[config.mk]
export PLATFORM = sky130hd
export DESIGN_NAME = lpddr_sr_device
export DESIGN_NICKNAME = d
export VERILOG_FILES = /design/src/design/lpddr_pkg.sv /design/src/design/mrr_if.sv /design/src/design/sr_tick_gen.sv /design/src/design/mrr_burst.sv /design/src/design/lpddr_sr_device.sv
export SDC_FILE = /design/constraint.sdc
export NUM_CORES = 1
export LEC_CHECK = 0
export ABC_AREA = 0
export ABC_CLOCK_PERIOD_IN_PS = 3800
export BUFFER_PORTS_ARGS = -buffer_cell sky130_fd_sc_hd__buf_2
export CORE_MARGIN = 2
export CORE_UTILIZATION = 55
export DETAILED_ROUTE_END_ITERATION = 12
export PLACE_DENSITY_LB_ADDON = 0.05
export SYNTH_ARGS = -nofsm -noshare
export SYNTH_HDL_FRONTEND = slang
export SYNTH_HIERARCHICAL = 1
export SYNTH_SLANG_ARGS = --single-unit
[constraint.sdc]
create_clock -name clk_sys -period 3.8 [get_ports clk_sys]
set_input_delay 0.57 -clock clk_sys [delete_from_list [all_inputs] [get_ports clk_sys]]
set_output_delay 0.57 -clock clk_sys [all_outputs]
set_load 0.03 [all_outputs]
[src/design/lpddr_pkg.sv]
// Shared constants, timings and state codes for the self-refresh and
// mode-register-read device logic. Assumes a 20 MHz clk_sys.
package lpddr_pkg;

  // Mode register addresses
  localparam logic [7:0] MA_BANK_MASK = 8'h10;
  localparam logic [7:0] MA_SEG_MASK = 8'h11;

  // Values after reset (all banks and segments refresh-enabled), and read data for other addresses
  localparam logic [7:0] BANK_MASK_RST = 8'h00;
  localparam logic [7:0] SEG_MASK_RST = 8'h00;
  localparam logic [7:0] UNDEF_DATA = 8'h00;

  // Command field positions on CA: bank and low address bits on the rising half, op and top address bits on the falling half
  localparam int CA_BANK_LO = 7;
  localparam int CA_MA_LO = 4;
  localparam int CA_OP_LO = 2;

  // Times as printed or chosen, in ns
  localparam int CLK_PERIOD_NS = 50;
  localparam int T_CKESR_NS = 15;
  localparam int T_XSR_NS = 140;
  localparam int T_RFCPB_NS = 60;
  localparam int T_RFCAB_NS = 130;
  localparam int T_REFI_NS = 7800;

  function automatic int ceil_cyc(input int ns);
    int c;
    c = (ns + CLK_PERIOD_NS - 1) / CLK_PERIOD_NS;
    return (c < 1) ? 1 : c;
  endfunction

  function automatic int floor_cyc(input int ns);
    int c;
    c = ns / CLK_PERIOD_NS;
    return (c < 1) ? 1 : c;
  endfunction

  // Cycle counts
  localparam int CKESR_CYC = ceil_cyc(T_CKESR_NS);
  localparam int TXSR_CYC = ceil_cyc(T_XSR_NS);
  localparam int RFCPB_CYC = ceil_cyc(T_RFCPB_NS);
  localparam int RFCAB_CYC = ceil_cyc(T_RFCAB_NS);
  localparam int REFI_CYC = floor_cyc(T_REFI_NS);
  localparam int TMRR_CYC = 2;
  localparam int MRR_BL = 4;

  typedef enum logic [2:0] {
    ST_ACTIVE = 3'b000,
    ST_SR_NOP = 3'b001,
    ST_SELF_REF = 3'b010,
    ST_SR_EXIT = 3'b011,
    ST_POWER_DOWN = 3'b100
  } dev_state_t;

endpackage

[src/design/mrr_if.sv]
// Carries a mode register read request from the command decoder to the
// burst generator. Both ends share clk_sys.
interface mrr_if;
  logic start;
  logic [7:0] data;
  logic busy;
  modport ctrl (output start, output data, input busy);
  modport burst (input start, input data, output busy);
endinterface

[src/design/sr_tick_gen.sv]
// Internal refresh interval timer used while in self-refresh.
// Assumes clk_sys runs on in self-refresh; it stands for the internal oscillator.
module sr_tick_gen #(
  parameter int PERIOD = lpddr_pkg::REFI_CYC,
  parameter int W = 12
) (
  input wire logic clk_sys,
  input wire logic rst,
  input wire logic en,
  output logic tick
);

  if (PERIOD < 1 || PERIOD >= (1 << W)) begin : g_bad
    $error("sr_tick_gen: PERIOD does not fit W");
  end

  localparam logic [W-1:0] LAST = W'(PERIOD - 1);

  logic [W-1:0] cnt_ff;
  logic [W-1:0] nxt_cnt;
  wire at_end = (cnt_ff == LAST);

  assign nxt_cnt = (!en || at_end) ? '0 : cnt_ff + W'(1);
  assign tick = en && at_end;

  always_ff @(posedge clk_sys or posedge rst) begin
    if (rst) begin
      cnt_ff <= '0;
    end else begin
      cnt_ff <= nxt_cnt;
    end
  end

endmodule

[src/design/mrr_burst.sv]
// Drives the four-beat mode register read burst on DQ and DQS.
// One beat per clk_sys cycle; the request comes over mrr_if.
module mrr_burst #(
  parameter int RL = 3,
  parameter int DQ_W = 16
) (
  input wire logic clk_sys,
  input wire logic rst,
  mrr_if.burst req,
  output logic [DQ_W-1:0] dq_out,
  output logic dq_oe,
  output logic dqs_t_out,
  output logic dqs_c_out,
  output logic dqs_oe
);

  if (RL < 1 || RL > 8 || DQ_W < 8) begin : g_bad
    $error("mrr_burst: RL must be 1..8 and DQ_W at least 8");
  end

  localparam int LAST = RL + lpddr_pkg::MRR_BL;

  logic [3:0] cnt_ff;
  logic [7:0] data_ff;
  logic [DQ_W-1:0] dq_ff;
  logic oe_ff;
  logic dqs_ff;
  logic [3:0] nxt_cnt;
  wire in_burst = (cnt_ff >= 4'(RL)) && (cnt_ff < 4'(LAST));
  wire first_beat = (cnt_ff == 4'(RL));

  assign req.busy = (cnt_ff != 4'h0);
  assign nxt_cnt = req.start ? 4'h1 :
                   (cnt_ff == 4'(LAST)) ? 4'h0 :
                   (cnt_ff != 4'h0) ? cnt_ff + 4'h1 : 4'h0;

  always_ff @(posedge clk_sys or posedge rst) begin
    if (rst) begin
      cnt_ff <= 4'h0;
      data_ff <= 8'h00;
      dq_ff <= '0;
      oe_ff <= 1'b0;
      dqs_ff <= 1'b0;
    end else begin
      cnt_ff <= nxt_cnt;
      if (req.start) begin
        data_ff <= req.data;
      end
      // Only the low byte of the first beat is defined
      dq_ff <= first_beat ? {{(DQ_W-8){1'b0}}, data_ff} : '0;
      oe_ff <= in_burst;
      // Strobe toggles on every beat of every burst
      dqs_ff <= in_burst ? ~dqs_ff : 1'b0;
    end
  end

  assign dq_out = dq_ff;
  assign dq_oe = oe_ff;
  assign dqs_t_out = dqs_ff;
  assign dqs_c_out = oe_ff ? ~dqs_ff : 1'b0;
  assign dqs_oe = oe_ff;

endmodule

[src/design/lpddr_sr_device.sv]
// Device-side command logic: self-refresh entry, residency and exit,
// power-down, partial-array masks, per-bank refresh and mode register read.
// Assumes CA rising and falling halves arrive together, synchronous to clk_sys.

// Contract
// - In self-refresh only CKE is heard; internal timer keeps data.
// - One all-bank refresh starts within minimum residency; internal clock gated.
// - Exit recovery counts from first rising edge with CKE high.
// - No refresh in power-down; controller bounds power-down duration.
// - Other banks accept operations during a per-bank refresh.
// - Eight-bit bank mask register at 10H written by mode register write.
// - Masked bank skips self-refresh; unmasked bank follows segment mask.
// - Segment mask at 11H blocks a segment in all enabled banks.
// - MRR is CA3..0 = 1000; address from CA1:0 falling, CA9:4 rising.
// - Register data on first beat of low byte lane after read latency.
// - Strobes toggle for every read burst, reserved registers included.
// - Read burst of four, uninterrupted; two-clock command period, NOPs only.
module lpddr_sr_device #(
  parameter int RL = 3,
  parameter int NBANK = 8,
  parameter int DQ_W = 16,
  parameter int REFI = lpddr_pkg::REFI_CYC
) (
  input wire logic clk_sys,
  input wire logic rst,
  input wire logic cke,
  input wire logic cs_n,
  input wire logic [9:0] ca_r,
  input wire logic [9:0] ca_f,
  output logic [DQ_W-1:0] dq_out,
  output logic dq_oe,
  output logic dqs_t_out,
  output logic dqs_c_out,
  output logic dqs_oe,
  output logic sr_active,
  output logic int_clk_en,
  output logic refresh_pulse,
  output logic [7:0] refresh_bank_en,
  output logic [7:0] refresh_seg_en,
  output logic [NBANK-1:0] bank_busy,
  output logic act_accept,
  output logic cmd_ignored
);

  if (NBANK < 1 || NBANK > 8 || REFI < 1 || REFI > 4095) begin : g_bad
    $error("lpddr_sr_device: NBANK must be 1..8 and REFI 1..4095");
  end

  typedef enum logic [2:0] {
    CMD_NONE = 3'b000,
    CMD_MRW = 3'b001,
    CMD_MRR = 3'b010,
    CMD_REF = 3'b011,
    CMD_ACT = 3'b100,
    CMD_OTHER = 3'b101
  } cmd_t;

  // Rising-half command decode, shared by the entry and active paths
  function automatic cmd_t decode(input logic sel_n, input logic [9:0] c);
    cmd_t k;
    k = CMD_NONE;
    if (sel_n) begin
      k = CMD_NONE;
    end else if (c[2:0] == 3'b111) begin
      k = CMD_NONE;
    end else if (c[3:0] == 4'b0000) begin
      k = CMD_MRW;
    end else if (c[3:0] == 4'b1000) begin
      k = CMD_MRR;
    end else if (c[2:0] == 3'b100) begin
      k = CMD_REF;
    end else if (c[1:0] == 2'b10) begin
      k = CMD_ACT;
    end else begin
      k = CMD_OTHER;
    end
    return k;
  endfunction

  localparam logic [7:0] XSR_LAST = 8'(lpddr_pkg::TXSR_CYC - 1);
  localparam logic [7:0] CKESR_N = 8'(lpddr_pkg::CKESR_CYC);
  localparam logic [2:0] PB_LOAD = 3'(lpddr_pkg::RFCPB_CYC);
  localparam logic [2:0] AB_LOAD = 3'(lpddr_pkg::RFCAB_CYC);
  localparam logic [2:0] PTR_LAST = 3'(NBANK - 1);

  lpddr_pkg::dev_state_t state_ff;
  lpddr_pkg::dev_state_t nxt_state;
  logic cke_q_ff;
  logic [7:0] cnt_ff;
  logic [7:0] nxt_cnt;
  logic [7:0] bank_mask_ff;
  logic [7:0] seg_mask_ff;
  logic [2:0] pb_ptr_ff;
  logic refresh_pulse_ff;
  logic act_accept_ff;
  logic cmd_ignored_ff;
  logic sr_short_ff;
  logic sr_tick;

  mrr_if mrr ();

  // Decode
  wire cmd_t cmd = decode(cs_n, ca_r);
  wire [7:0] mr_addr = {ca_f[1:0], ca_r[9:lpddr_pkg::CA_MA_LO]};
  wire [7:0] mr_op = ca_f[9:lpddr_pkg::CA_OP_LO];
  wire [2:0] act_bank = ca_r[9:lpddr_pkg::CA_BANK_LO];
  wire ref_all = ca_r[3];

  wire cke_fall = cke_q_ff && !cke;
  wire sr_entry = cke_fall && (cmd == CMD_REF);
  wire pd_entry = cke_fall && !sr_entry;
  wire in_active = (state_ff == lpddr_pkg::ST_ACTIVE);
  wire live = in_active && cke && cke_q_ff;
  // The two-clock command period and the whole burst refuse commands
  wire cmd_seen = live && (cmd != CMD_NONE);
  wire mrr_blocked = mrr.busy;
  wire cmd_take = cmd_seen && !mrr_blocked;

  wire do_mrw = cmd_take && (cmd == CMD_MRW);
  wire do_mrr = cmd_take && (cmd == CMD_MRR);
  wire do_ref = cmd_take && (cmd == CMD_REF);
  wire do_refpb = do_ref && !ref_all;
  wire do_refab = do_ref && ref_all;
  wire act_seen = cmd_take && (cmd == CMD_ACT);
  wire act_bank_ok = (32'(act_bank) < NBANK);
  wire act_free = act_bank_ok && !bank_busy[act_bank[$clog2(NBANK > 1 ? NBANK : 2)-1:0]];
  wire act_ok = act_seen && act_free;

  wire wr_bank_mask = do_mrw && (mr_addr == lpddr_pkg::MA_BANK_MASK);
  wire wr_seg_mask = do_mrw && (mr_addr == lpddr_pkg::MA_SEG_MASK);

  // Reserved and write-only addresses answer with a defined level
  wire [7:0] mrr_data =
    (mr_addr == lpddr_pkg::MA_BANK_MASK) ? bank_mask_ff :
    (mr_addr == lpddr_pkg::MA_SEG_MASK) ? seg_mask_ff :
    lpddr_pkg::UNDEF_DATA;

  assign mrr.start = do_mrr;
  assign mrr.data = mrr_data;

  // Internal refresh requests come only from self-refresh states
  wire in_sr = (state_ff == lpddr_pkg::ST_SELF_REF);
  wire sr_first_ref = (state_ff == lpddr_pkg::ST_SR_NOP);
  wire nxt_refresh = sr_first_ref || (in_sr && sr_tick);

  // State and recovery counter
  always_comb begin
    nxt_state = state_ff;
    nxt_cnt = cnt_ff;
    case (state_ff)
      lpddr_pkg::ST_ACTIVE: begin
        if (sr_entry && !mrr_blocked) begin
          nxt_state = lpddr_pkg::ST_SR_NOP;
          nxt_cnt = 8'h01;
        end else if (pd_entry) begin
          nxt_state = lpddr_pkg::ST_POWER_DOWN;
        end
      end
      lpddr_pkg::ST_SR_NOP: begin
        // The cycle after entry carries a NOP and is not decoded
        nxt_state = lpddr_pkg::ST_SELF_REF;
        nxt_cnt = cnt_ff + 8'h01;
      end
      lpddr_pkg::ST_SELF_REF: begin
        // Only CKE is looked at here
        if (cke) begin
          nxt_state = lpddr_pkg::ST_SR_EXIT;
          // The exit edge itself is the first recovery cycle
          nxt_cnt = 8'h01;
        end else if (cnt_ff != 8'hff) begin
          nxt_cnt = cnt_ff + 8'h01;
        end
      end
      lpddr_pkg::ST_SR_EXIT: begin
        if (sr_entry) begin
          nxt_state = lpddr_pkg::ST_SR_NOP;
          nxt_cnt = 8'h01;
        end else if (cnt_ff >= XSR_LAST) begin
          nxt_state = lpddr_pkg::ST_ACTIVE;
          nxt_cnt = 8'h00;
        end else begin
          nxt_cnt = cnt_ff + 8'h01;
        end
      end
      lpddr_pkg::ST_POWER_DOWN: begin
        if (cke) begin
          nxt_state = lpddr_pkg::ST_ACTIVE;
        end
      end
      default: begin
        nxt_state = lpddr_pkg::ST_ACTIVE;
        nxt_cnt = 8'h00;
      end
    endcase
  end

  // An exit before the minimum residency is recorded, not refused
  wire early_exit = in_sr && cke && (cnt_ff < CKESR_N);

  always_ff @(posedge clk_sys or posedge rst) begin
    if (rst) begin
      state_ff <= lpddr_pkg::ST_ACTIVE;
      cnt_ff <= 8'h00;
      cke_q_ff <= 1'b0;
    end else begin
      state_ff <= nxt_state;
      cnt_ff <= nxt_cnt;
      cke_q_ff <= cke;
    end
  end

  // Mask registers, written only outside any read burst
  always_ff @(posedge clk_sys or posedge rst) begin
    if (rst) begin
      bank_mask_ff <= lpddr_pkg::BANK_MASK_RST;
      seg_mask_ff <= lpddr_pkg::SEG_MASK_RST;
    end else begin
      if (wr_bank_mask) begin
        bank_mask_ff <= mr_op;
      end
      if (wr_seg_mask) begin
        seg_mask_ff <= mr_op;
      end
    end
  end

  // Per-bank refresh walks the banks in order; all-bank resets the pointer
  wire [2:0] nxt_ptr = do_refab ? 3'h0 :
                       !do_refpb ? pb_ptr_ff :
                       (pb_ptr_ff == PTR_LAST) ? 3'h0 : pb_ptr_ff + 3'h1;

  always_ff @(posedge clk_sys or posedge rst) begin
    if (rst) begin
      pb_ptr_ff <= 3'h0;
    end else begin
      pb_ptr_ff <= nxt_ptr;
    end
  end

  // One busy timer per bank; only the bank under refresh is blocked
  for (genvar b = 0; b < NBANK; b++) begin : g_bank
    logic [2:0] busy_ff;
    wire hit_pb = do_refpb && (pb_ptr_ff == 3'(b));
    wire [2:0] nxt_busy = do_refab ? AB_LOAD :
                          hit_pb ? PB_LOAD :
                          (busy_ff != 3'h0) ? busy_ff - 3'h1 : 3'h0;
    always_ff @(posedge clk_sys or posedge rst) begin
      if (rst) begin
        busy_ff <= 3'h0;
      end else begin
        busy_ff <= nxt_busy;
      end
    end
    assign bank_busy[b] = (busy_ff != 3'h0);
  end

  // Pulses and status flags
  always_ff @(posedge clk_sys or posedge rst) begin
    if (rst) begin
      refresh_pulse_ff <= 1'b0;
      act_accept_ff <= 1'b0;
      cmd_ignored_ff <= 1'b0;
      sr_short_ff <= 1'b0;
    end else begin
      refresh_pulse_ff <= nxt_refresh;
      act_accept_ff <= act_ok;
      cmd_ignored_ff <= (cmd_seen && mrr_blocked) || (act_seen && !act_free);
      sr_short_ff <= early_exit;
    end
  end

  sr_tick_gen #(
    .PERIOD(REFI),
    .W(12)
  ) u_tick (
    .clk_sys(clk_sys),
    .rst(rst),
    .en(in_sr),
    .tick(sr_tick)
  );

  mrr_burst #(
    .RL(RL),
    .DQ_W(DQ_W)
  ) u_mrr (
    .clk_sys(clk_sys),
    .rst(rst),
    .req(mrr.burst),
    .dq_out(dq_out),
    .dq_oe(dq_oe),
    .dqs_t_out(dqs_t_out),
    .dqs_c_out(dqs_c_out),
    .dqs_oe(dqs_oe)
  );

  // Set bit blocks refresh; banks beyond NBANK never refresh
  wire [7:0] bank_exist = 8'((9'h001 << NBANK) - 9'h001);
  assign refresh_bank_en = ~bank_mask_ff & bank_exist;
  assign refresh_seg_en = ~seg_mask_ff;

  assign sr_active = (state_ff == lpddr_pkg::ST_SR_NOP) || in_sr;
  // Gating the core clock is what saves power in self-refresh
  assign int_clk_en = !in_sr;
  assign refresh_pulse = refresh_pulse_ff;
  assign act_accept = act_accept_ff;
  assign cmd_ignored = cmd_ignored_ff || sr_short_ff;

endmodule

==> results by group, run 1 <==
Outcome
  • Status: finished, final reports clean

Floorplan
  • Core region area: 8590 µm²
  • DIE AREA: 9500 µm²
  • Die Wd: 97.5 µm
  • Initial Util: 0.559
  • Die Ht: 97.5 µm
  • I/O pin cnt: 73
  • Row cnt: 34

Worst setup path
  • Element type at the critical path end: register
  • Worst EP required: roughly 4000 ps
  • Crit path DAT: ~3000 ps
  • CP max stage cell: and4b_1
  • Startpoint Class: register
  • CP peak stage delay: 520 ps
  • Critical path class: register to register
  • Worst-path cell chain: nor2_1 > nand2_1 > or3_1 > nor2_1 > and4b_1 > mux2_2
  • CP dominant cell by count: nor2_1
  • Worst-path fanout max: 12
  • Cells on worst reg2reg path: 6

Final layout
  • Fin nets: 553
  • Number of diodes: 0
  • Layout cells sized above 1: 0.264
  • Layout area overhead: 11.5%

Synth
  • Seq cells post-synth: 93
  • Multiplexer share of the synthesized area: 0.0625
  • Register area share after synthesis: 0.484
  • Synth Area in Adders: 0.0313
  • Post-Synth Simple-Gate Area: 0.198
  • Post-synthesis xor/xnor area fraction: 0.00547
  • Avg Cell Area, Syn: 10.6 µm²
  • Ys Warns: 6
  • Async set-reset flop share out of synthesis: 1.00
  • Post-Syn Instances: 455
  • Largest family of logic cells by synthesized area: simple AND/OR/NAND/NOR gates
  • Primary flip-flop cell chosen by synthesis mapping: dfrtp_1
  • Synth Area in Compound Gates: 0.156
  • Synthesized cell area: 4800 µm²
  • Synth cell types: 65
  • EDFF count, synth: 0

STA
  • Peak Freq: 366 MHz
  • Final worst-path cycle share: 0.718
  • Tightest Pin Transition: 953 ps
  • Setup violators final: 0
  • Layout Skew: between 10 and 15 ps
  • Slew HR: 0.359
  • Final Hold Viols: 0
  • Unrepaired setup endpoints after global routing: false
  • Setup TNS: 0 ps
  • Final slew viol count: 0
  • Fin crit period: roughly 2700 ps

Power and ir drop
  • Power Total: 0.00271 W
  • VDD IR max: around 0.36 mV
  • P_leak: between 2 and 3 nW
  • Pwr dens: 505 nW/µm²

GRT
  • GRT Residual Overflow: 0
  • Total track usage: 0.217
  • Vias in the first global route: 3540
  • Initial antenna violation count: 0
  • First-pass GRT wire length: about 17000 µm
  • Largest net degree at the start of global routing: 26

Clock network
  • Latest clock arrival within the worst-skew pair: approximately 360 ps
  • CTS clk-pin slew, worst paths: 100 ps
  • Clk root buf: clkbuf_8
  • Post-CTS Resized: 0
  • CTS Buf Count: 9
  • Clock buffer depth: 2
  • Clock sink count: 93
  • CTS H-tree depth: 3
  • Number of hold buffers added after cts: 0
  • CTS tree: yes
  • Setup Buffers After CTS: 0

Drt
  • Wl on met1: 4550 µm
  • Top Metal Used: met4
  • Drt total wl: 9900 µm
  • Detailed-route DRC error count: 0
  • Initial DRT Pass Iterations: 4
  • Drt wl/cell: 15.7 µm
  • DR vias: 3580
  • Detailed Route Iter0 Violations: 92
  • Vias/cell: approximately 5.7
  • Met3 WL: slightly above 300 µm
  • Post-route ant nets: 0
  • Met2 WL: 4910 µm

Place
  • GP Congestion: between 0.8 and 0.9
  • Port bufs: 64
  • Detailed Place HPWL: 7330 µm

Flow run
  • Max cap viols: 0

Worst hold path
  • HP Class: input pin to async pin
final timing paths:
kind	from	to	slack, ps
max	u_mrr/cnt_ff[3]	u_mrr/data_ff[5]	1070
min	rst	u_tick/cnt_ff[0]	250
max reg2reg	u_mrr/cnt_ff[3]	u_mrr/data_ff[5]	1070
min reg2reg	u_tick/cnt_ff[0]	u_tick/cnt_ff[0]	490
max in group asynchronous	rst	g_bank[5].busy_ff[0]	2810
min in group clk_sys	cke	cke_q_ff	450
layout make-up:
cell class              instances  area [µm²]
clock buffers                  11         151
clock inverters                 5        41.3
fillers                       783        3240
inverters                      42         158
multi-input cells             305        2210
flip-flops and latches         93        2330
well taps                     108         135
repair buffers                 66         335
Yosys cell counts, types with 3 or more instances:
| library cell | number | share of area |
|---|---|---|
| inv_1 | 42 | 0.033 |
| or3_1 | 8 | 0.010 |
| a211o_1 | 5 | 0.0091 |
| nand2_1 | 23 | 0.018 |
| nor2_1 | 15 | 0.012 |
| nand3_1 | 8 | 0.0083 |
| clkbuf_1 | 6 | 0.0047 |
| buf_2 | 4 | 0.0042 |
| nand2b_1 | 10 | 0.013 |
| mux2i_1 | 3 | 0.0063 |
| nand3b_1 | 3 | 0.0047 |
| ha_1 | 12 | 0.031 |
| buf_4 | 11 | 0.017 |
| nor2b_1 | 5 | 0.0065 |
| nor3b_1 | 11 | 0.017 |
| or2_2 | 4 | 0.0052 |
| a22o_1 | 8 | 0.015 |
| a211oi_1 | 4 | 0.0063 |
| o221a_2 | 8 | 0.019 |
| o21ai_0 | 22 | 0.023 |
| dfrtp_1 | 93 | 0.48 |
| a21oi_1 | 30 | 0.031 |
| and3_1 | 10 | 0.013 |
| nor3_1 | 15 | 0.016 |
| mux2_2 | 24 | 0.056 |
| or4_1 | 5 | 0.0078 |
| o31ai_1 | 8 | 0.013 |
| nand4_1 | 6 | 0.0078 |
| nor4_1 | 6 | 0.0078 |
per-stage QoR:
step	setup slack, ps	hold slack [ps]	std cells	util	cell area [µm²]
floorplan	1470	435	462	-	4830
global placement	1160	474	614	0.601	5160
detailed placement	1090	478	614	0.601	5160
CTS	1060	248	630	0.623	5360
global route	830	302	630	0.623	5360
finish	1070	247	630	0.623	5360
power breakdown:
group,internal (W),switching (W),total (W)
combinational,0.000304,0.000538,0.000843
sequential,0.00110,0.000140,0.00123
clock,0.000279,0.000351,0.000630
cell families (layout without fill, tap and decap cells):
| group | after synthesis | after routing |
|---|---|---|
| AO/OA/AOI/OAI | 105 | 105 |
| flip-flops | 93 | 93 |
| adder cells (fa/ha/maj) | 12 | 12 |
| XOR/XNOR | 3 | 3 |
| other | 1 | 8 |
| AND/OR/NAND/NOR | 150 | 150 |
| multiplexers | 27 | 27 |
| buffers and inverters | 64 | 124 |
flip-flops by register name, indices dropped and copies added (netlist names), 3 cells and up:
signal          cells
seg_mask_ff         8
u_tick/cnt_ff      12
g_bank.busy_ff     24
state_ff            3
bank_mask_ff        8
pb_ptr_ff           3
u_mrr/dq_out        8
u_mrr/data_ff       8
cnt_ff              8
u_mrr/cnt_ff        4
layer usage:
layer / up-vias / track usage
li1: 1764 / -
met2: 56 / 0.364
met3: 13 / 0.0360
met5: - / 0
met4: 0 / 0.0641
met1: 1747 / 0.294
critical path, delay by kind of cell, from the launching register on:
kind             cells  cell delay [ps]
muxes                1              390
DFF                  1              430
and+or+nand+nor      5             1790
cell usage in the layout, fill, tap and decap left out, drive strengths merged, types with 12 or more instances in the layout:
cell type / instances
ha: 12
buf: 66
dfrtp: 93
o21ai: 22
nand2: 25
nor3: 16
a21oi: 32
inv: 44
nor2: 15
mux2: 24
Note: power is estimated with default switching activity, not from simulation.
==> run 2, diff against run 1 <==
ABC_AREA = 1   (was 0)
ABC_CLOCK_PERIOD_IN_PS = 2830   (was 3800)
clock period = 2.83 ns   (was 3.8 ns; I/O delays follow)
==> run 2 against run 1 <==
  * Clock power is 55% higher
  * Sequential cell count stayed put
  * Clock-buffer cell count stayed put
  * Synthesized cell count is 39% higher
  * Sequential share of layout area is 1.8 points lower
  * Design area is 4.4% higher
==> results by group, run 2 <==
Power and ir drop
  • Pwr dens: 595 nW/µm² (+18%)
  • Internal power: 0.00221 W (+32%)
  • Switching Fraction: 0.335 (-0.0451)
  • Logic pwr share: 0.240 (-0.071)
  • Psw: 0.00111 W (+8.3%)
  • Clock power frac: 0.294 (+0.061)
  • Sequential Power Share: 0.466 (+0.010)
  • P_leak: 3.05 nW (+16%)
  • VDD IR max: 0.336 mV (-6.0%)

Synth
  • Avg Cell Area, Syn: 7.90 µm² (-25%)
  • Primary flip-flop cell chosen by synthesis mapping: dfrtp_1
  • Share of the synthesized area in the top cell type: 0.467 (-0.0174)
  • Ys Warns: 6 (unchanged)
  • Seq cells post-synth: 93 (unchanged)
  • Cell taking the most area after synthesis: dfrtp_1
  • EDFF count, synth: 0 (unchanged)
  • Synth top area cells: dfrtp_1 47%, nand2_1 11%, inv_1 7.5%, nand3_1 5.5%, nor2_1 4.7%
  • Post-Syn Instances: 631 (+39%)
  • Most frequent cell after synthesis: nand2_1
  • Register area share after synthesis: 0.467 (-0.0174)
  • Synthesized cell area: 4980 µm² (+3.7%)
  • Synth cell types: 36 (-45%)
  • Async set-reset flop share out of synthesis: 1.00 (unchanged)
  • Post-synth top cells: 141 x nand2_1, 99 x inv_1, 93 x dfrtp_1

Worst hold path
  • HP Class: input pin to async pin

Worst setup path
  • Buf/Inv on CP: 3 (+3)
  • CP peak stage delay: 420 ps (-100 ps)
  • Crit path DAT: 2170 ps (-800 ps)
  • CP max stage cell: dfrtp_1
  • Startpoint Class: register
  • CP top delay family: simple AND/OR/NAND/NOR gates
  • Reg2reg setup slack: 900 ps (-170 ps)
  • Critical path class: register to register
  • Worst-path cell chain: inv_1 > ha_1 > nand2_2 > inv_1 > nand3_2 > nor2_4 > nand2_2 > inv_1 > nor3_1
  • Worst-path fanout max: 18 (+6)
  • Worst EP required: 3070 ps (-970 ps)
  • Element type at the critical path end: register
  • CP dominant cell by count: inv_1

Final layout
  • Commonest non-fill, non-tap cells in the layout: 141 x nand2_1, 98 x inv_1, 93 x dfrtp_1
  • Most common cell after layout, fill and taps aside: nand2_1
  • Post-Layout Cell Count: 813 (+29%)
  • Fill cells: 799 (+2.0%)
  • Fin nets: 736 (+33%)
  • Top flop regs: g_bank.busy_ff: 24 flops, u_tick/cnt_ff: 12 flops
  • Layout area overhead: 12.2%
  • Largest register by flop count: g_bank.busy_ff
  • Number of diodes: 0 (unchanged)
  • Max reg flops: 24 (unchanged)
  • Layout cells sized above 1: 0.194 (-0.0700)

Drt
  • Detailed-route DRC error count: 0 (unchanged)
  • Drt wl/cell: 12.5 µm (-21%)
  • DR vias: 4094 (+14%)
  • Initial DRT Pass Iterations: 4 (unchanged)
  • Post-route ant nets: 0 (unchanged)
  • Vias/cell: 5.04 (-11%)
  • Detailed Route Iter0 Violations: 160 (+74%)
  • Drt total wl: 10100 µm (+2.5%)

STA
  • Setup TNS: 0 ps (unchanged)
  • Final slew viol count: 0 (unchanged)
  • Fin crit period: 1930 ps (-798 ps)
  • Final worst-path cycle share: 0.682 (-0.0359)
  • Unrepaired setup endpoints after global routing: false
  • Peak Freq: 518 MHz (+41%)
  • Setup violators final: 0 (unchanged)
  • Final Hold Viols: 0 (unchanged)
  • Tightest Pin Transition: 813 ps (-140 ps)
  • Slew HR: 0.457 (+0.0986)
  • Layout Skew: 12.3 ps (+0.382 ps)

Place
  • Port bufs: 64 (unchanged)
  • GP Congestion: 0.859 (+2.8%)
  • Placed cells: 797 (+30%)
  • Detailed Place HPWL: 7580 µm (+3.4%)

Clock network
  • Clock buffer depth: 2 (unchanged)
  • CTS Buf Count: 9 (unchanged)
  • Setup Buffers After CTS: 0 (unchanged)
  • CTS clk-pin slew, worst paths: 90 ps (about the same)
  • Number of hold buffers added after cts: 0 (unchanged)
  • Clk root buf: clkbuf_8
  • CTS tree: yes
  • Latest clock arrival within the worst-skew pair: 350 ps (about the same)
  • CTS H-tree depth: 3 (unchanged)
  • Post-CTS Resized: 0 (unchanged)
  • Clock sink count: 93 (unchanged)

Floorplan
  • DIE AREA: 9840 µm² (+3.6%)
  • Row cnt: 34 (unchanged)
  • Die Wd: 99.2 µm (+1.8%)
  • Die Ht: 99.2 µm (+1.8%)
  • Initial Util: 0.569 (+0.00956)
  • I/O pin cnt: 73 (unchanged)
  • Core region area: 8760 µm² (+2.0%)

GRT
  • First-pass GRT wire length: 17500 µm (+3.7%)
  • Vias in the first global route: 3939 (+11%)
  • GRT Residual Overflow: 0 (unchanged)
  • Initial antenna violation count: 0 (unchanged)
  • Total track usage: 0.218 (+0.000324)
  • Largest net degree at the start of global routing: 33 (+27%)

Outcome
  • Status: finished, final reports clean

Flow run
  • Max cap viols: 0 (unchanged)
==> run 2: area by class of cell <==
class | instances | area (µm²) | share of cell area
Tap cell | 108 | 135 | 0.0242
Inverter | 110 | 418 | 0.0747
Sequential cell | 93 | 2330 | 0.416
Clock buffer | 11 | 141 | 0.0253
Timing Repair Buffer | 66 | 348 | 0.0622
Multi-Input combinational cell | 420 | 2140 | 0.383
Clock inverter | 5 | 82.6 | 0.0148
==> run 2: kinds of logic after synthesis <==
| kind of cell | count (synthesis) | synth area share |
|---|---|---|
| AND/OR/NAND/NOR | 326 | 0.310 |
| adder cells (fa/ha/maj) | 12 | 0.0301 |
| buffers and inverters | 125 | 0.109 |
| flip-flops | 93 | 0.467 |
| other | 1 | 0.000752 |
| XOR/XNOR | 5 | 0.00879 |
| AO/OA/AOI/OAI | 69 | 0.0746 |
==> run 2: power by group through the flow <==
stage | logic, W | registers (W) | clock network [W]
after floorplan | 0.000504 | 0.00167 | 0
after global placement | 0.000778 | 0.00157 | 0
after detailed placement | 0.000798 | 0.00158 | 0
after CTS | 0.000803 | 0.00155 | 0.00101
after global routing | 0.000910 | 0.00157 | 0.00106
final | 0.000797 | 0.00155 | 0.000977
==> run 2: metal layers <==
layer / wire [µm] / track usage
met1: 4610 / 0.283
met2: 4930 / 0.373
met3: 416 / 0.0379
met4: 190 / 0.0695
met5: 0 / 0
==> run 2: final timing paths <==
| kind | startpoint | end | cells past startpoint |
|---|---|---|---|
| worst max-delay path | u_mrr/cnt_ff[0] | g_bank[3].busy_ff[2] | 9 |
| worst min-delay path | rst | u_tick/cnt_ff[6] | 2 |
| worst max register to register | u_mrr/cnt_ff[0] | g_bank[3].busy_ff[2] | 9 |
| worst min register to register | u_mrr/dqs_t_out | u_mrr/dqs_t_out | 1 |
| max in group asynchronous | rst | g_bank[0].busy_ff[2] | 3 |
| min in group clk_sys | cke | cke_q_ff | 1 |
==> run 2: per-stage QoR <==
stage	power, W	setup slack [ps]	hold slack [ps]	util	instance area, µm²
after global placement	0.00235	872	455	0.613	5370
after CTS	0.00336	874	90.0	0.638	5590
after detailed placement	0.00238	815	471	0.613	5370
after global routing	0.00354	671	121	0.638	5590
after floorplan	0.00217	949	289	-	5010
final	0.00333	899	82.8	0.638	5590
==> run 3, diff against run 2 <==
ABC_CLOCK_PERIOD_IN_PS = 2000   (was 2830)
clock period = 2 ns   (was 2.83 ns; I/O delays follow)
==> run 3 against run 2 <==
  * Total power rose by 42%
  * Critical path type unchanged
  * Non-clock buffer count rose by 6
  * Register-to-register slack got worse by 760 ps
  * Die area did not move
  * Worst setup slack got worse by 760 ps
  * Combinational power rose by 41%
  * Design area rose by 0.83%
==> results by group, run 3 (same netlist as run 2, synthesis figures left out) <==
Outcome
  • Status: finished, final reports clean

Floorplan
  • Row cnt: 34 (unchanged)
  • Die Wd: 99.2 µm (unchanged)
  • I/O pin cnt: 73 (unchanged)
  • DIE AREA: 9840 µm² (unchanged)
  • Initial Util: 0.569 (unchanged)
  • Die Ht: 99.2 µm (unchanged)
  • Core region area: 8760 µm² (unchanged)

STA
  • Peak Freq: 538 MHz (+4.0%)
  • Setup TNS: 0 ps (unchanged)
  • Layout Skew: 15.0 ps (+2.67 ps)
  • Final slew viol count: 0 (unchanged)
  • Unrepaired setup endpoints after global routing: false
  • Final worst-path cycle share: 0.929 (+0.246)
  • Final Hold Viols: 0 (unchanged)
  • Fin crit period: 1860 ps (-73.8 ps)
  • Setup violators final: 0 (unchanged)

Final layout
  • Most common cell after layout, fill and taps aside: nand2_1
  • Largest register by flop count: g_bank.busy_ff
  • Fin nets: 742 (+0.82%)
  • Max reg flops: 24 (unchanged)
  • Number of diodes: 0 (unchanged)
  • Layout cells sized above 1: 0.200 (+0.00539)
  • Layout area overhead: 13.1%
  • Top flop regs: g_bank.busy_ff: 24 flops, u_tick/cnt_ff: 12 flops
  • Post-layout instance area: 5640 µm² (+0.83%)
  • Commonest non-fill, non-tap cells in the layout: 141 x nand2_1, 98 x inv_1, 93 x dfrtp_1

GRT
  • Largest net degree at the start of global routing: 60 (+82%)
  • Total track usage: 0.217 (-0.00123)
  • First-pass GRT wire length: 17400 µm (-0.55%)
  • Initial antenna violation count: 0 (unchanged)
  • Vias in the first global route: 3880 (-1.5%)
  • GRT Residual Overflow: 0 (unchanged)

Worst setup path
  • Worst EP required: 2220 ps (-850 ps)
  • CP top delay family: buffers and inverters
  • CP peak stage delay: 420 ps (about the same)
  • Worst-path cell chain: inv_1 > ha_1 > nand2_2 > inv_1 > nand3_2 > nor2_4 > buf_4 > nand2_2 > inv_1 > nor3_1
  • Critical path class: register to register
  • Element type at the critical path end: register
  • Crit path DAT: 2080 ps (-90 ps)
  • CP max stage cell: dfrtp_1
  • Buf/Inv on CP: 4 (+1)
  • Startpoint Class: register
  • CP dominant cell by count: inv_1
  • Worst-path fanout max: 7 (-11)

Power and ir drop
  • Switching Fraction: 0.340 (+0.00495)
  • Logic pwr share: 0.238 (-0.002)
  • Psw: 0.00160 W (+44%)
  • Sequential Power Share: 0.466 (about the same)
  • P_leak: 3.08 nW (+0.84%)
  • Clock power frac: 0.296 (+0.002)
  • Pwr dens: 835 nW/µm² (+40%)
  • VDD IR max: 0.433 mV (+29%)
  • Internal power: 0.00311 W (+41%)

Place
  • Port bufs: 64 (unchanged)
  • Detailed Place HPWL: 7410 µm (-2.2%)
  • Post-placement cell area: 5390 µm² (+0.42%)
  • GP Congestion: 0.866 (+0.79%)

Clock network
  • Latest clock arrival within the worst-skew pair: 360 ps (about the same)
  • CTS Buf Count: 9 (unchanged)
  • CTS tree: yes
  • Clock buffer depth: 2 (unchanged)
  • CTS clk-pin slew, worst paths: 90 ps (about the same)
  • Clk root buf: clkbuf_8
  • CTS H-tree depth: 3 (unchanged)
  • Clock sink count: 93 (unchanged)

Drt
  • Wl on met1: 4720 µm (+2.3%)
  • Met3 WL: 417 µm (+0.24%)
  • Detailed Route Iter0 Violations: 133 (-17%)
  • Vias/cell: 5.04 (about the same)
  • Met2 WL: 4780 µm (-3.1%)
  • Drt total wl: 10100 µm (-0.62%)
  • Drt wl/cell: 12.3 µm (-1.3%)
  • Top Metal Used: met4
  • Detailed-route DRC error count: 0 (unchanged)
  • Post-route ant nets: 0 (unchanged)
  • DR vias: 4126 (+0.78%)
  • Initial DRT Pass Iterations: 5 (+1)

Flow run
  • Max cap viols: 0 (unchanged)

Worst hold path
  • HP Class: input pin to register
## run 3: changes by cell type in the layout (fill, tap and decap cells not counted)
cell	previous run	this run
clkinv_2	1	0
clkinv_4	1	2
clkbuf_8	10	9
buf_4	1	6
inv_6	2	3
dlygate4sd3_1	0	1
## run 3: final cells by class
cell class | count | area [µm²]
Clock buffer | 10 | 128
Timing Repair Buffer | 72 | 395
Multi-Input combinational cell | 420 | 2140
Fill cell | 822 | 3130
Inverter | 110 | 418
Clock inverter | 6 | 95.1
Sequential cell | 93 | 2330
Tap cell | 108 | 135
## run 3: power groups by stage
| stage | clock, W | combinational (W) | sequential (W) |
|---|---|---|---|
| after global routing | 0.00151 | 0.00126 | 0.00222 |
| after floorplan | 0 | 0.000714 | 0.00236 |
| after detailed placement | 0 | 0.00113 | 0.00223 |
| after global placement | 0 | 0.00110 | 0.00222 |
| final | 0.00139 | 0.00112 | 0.00219 |
| after CTS | 0.00144 | 0.00113 | 0.00219 |
## run 3: final timing paths
path / start / to / slack [ps] / depth (start not counted)
worst max-delay path: u_mrr/cnt_ff[0] / g_bank[7].busy_ff[2] / 140 / 10
worst min-delay path: cke / cke_q_ff / 150 / 1
worst max register to register: u_mrr/cnt_ff[0] / g_bank[7].busy_ff[2] / 140 / 10
worst min register to register: u_mrr/dqs_t_out / u_mrr/dqs_t_out / 470 / 1
max in group asynchronous: rst / g_bank[7].busy_ff[2] / 1140 / 4
min in group asynchronous: rst / u_tick/cnt_ff[6] / 520 / 3
## run 3: through the flow
step           worst slack [ps]  power (W)  utilization  hold slack [ps]  cells
4_1_cts                     145    0.00476        0.642              137    817
3_3_place_gp                295    0.00332        0.615              360    800
3_5_place_dp                184    0.00336        0.615              372    800
6_report                    142    0.00471        0.643              146    819
2_1_floorplan               244    0.00307            -              165    638
5_1_grt                    7.64    0.00498        0.643              139    819
## run 3: timing repair
action                                 CTS  global route
setup endpoints to repair                0             2
buffers inserted                         0             2
hold buffers                             1             0
endpoints found under the hold margin   23             0
resized for setup                        0             0
## run 3: per-layer routing
layer | track usage | vias up
met3 | 0.0316 | 14
met1 | 0.294 | 1908
met5 | 0 | -
met4 | 0.0717 | 0
li1 | - | 2121
met2 | 0.360 | 83
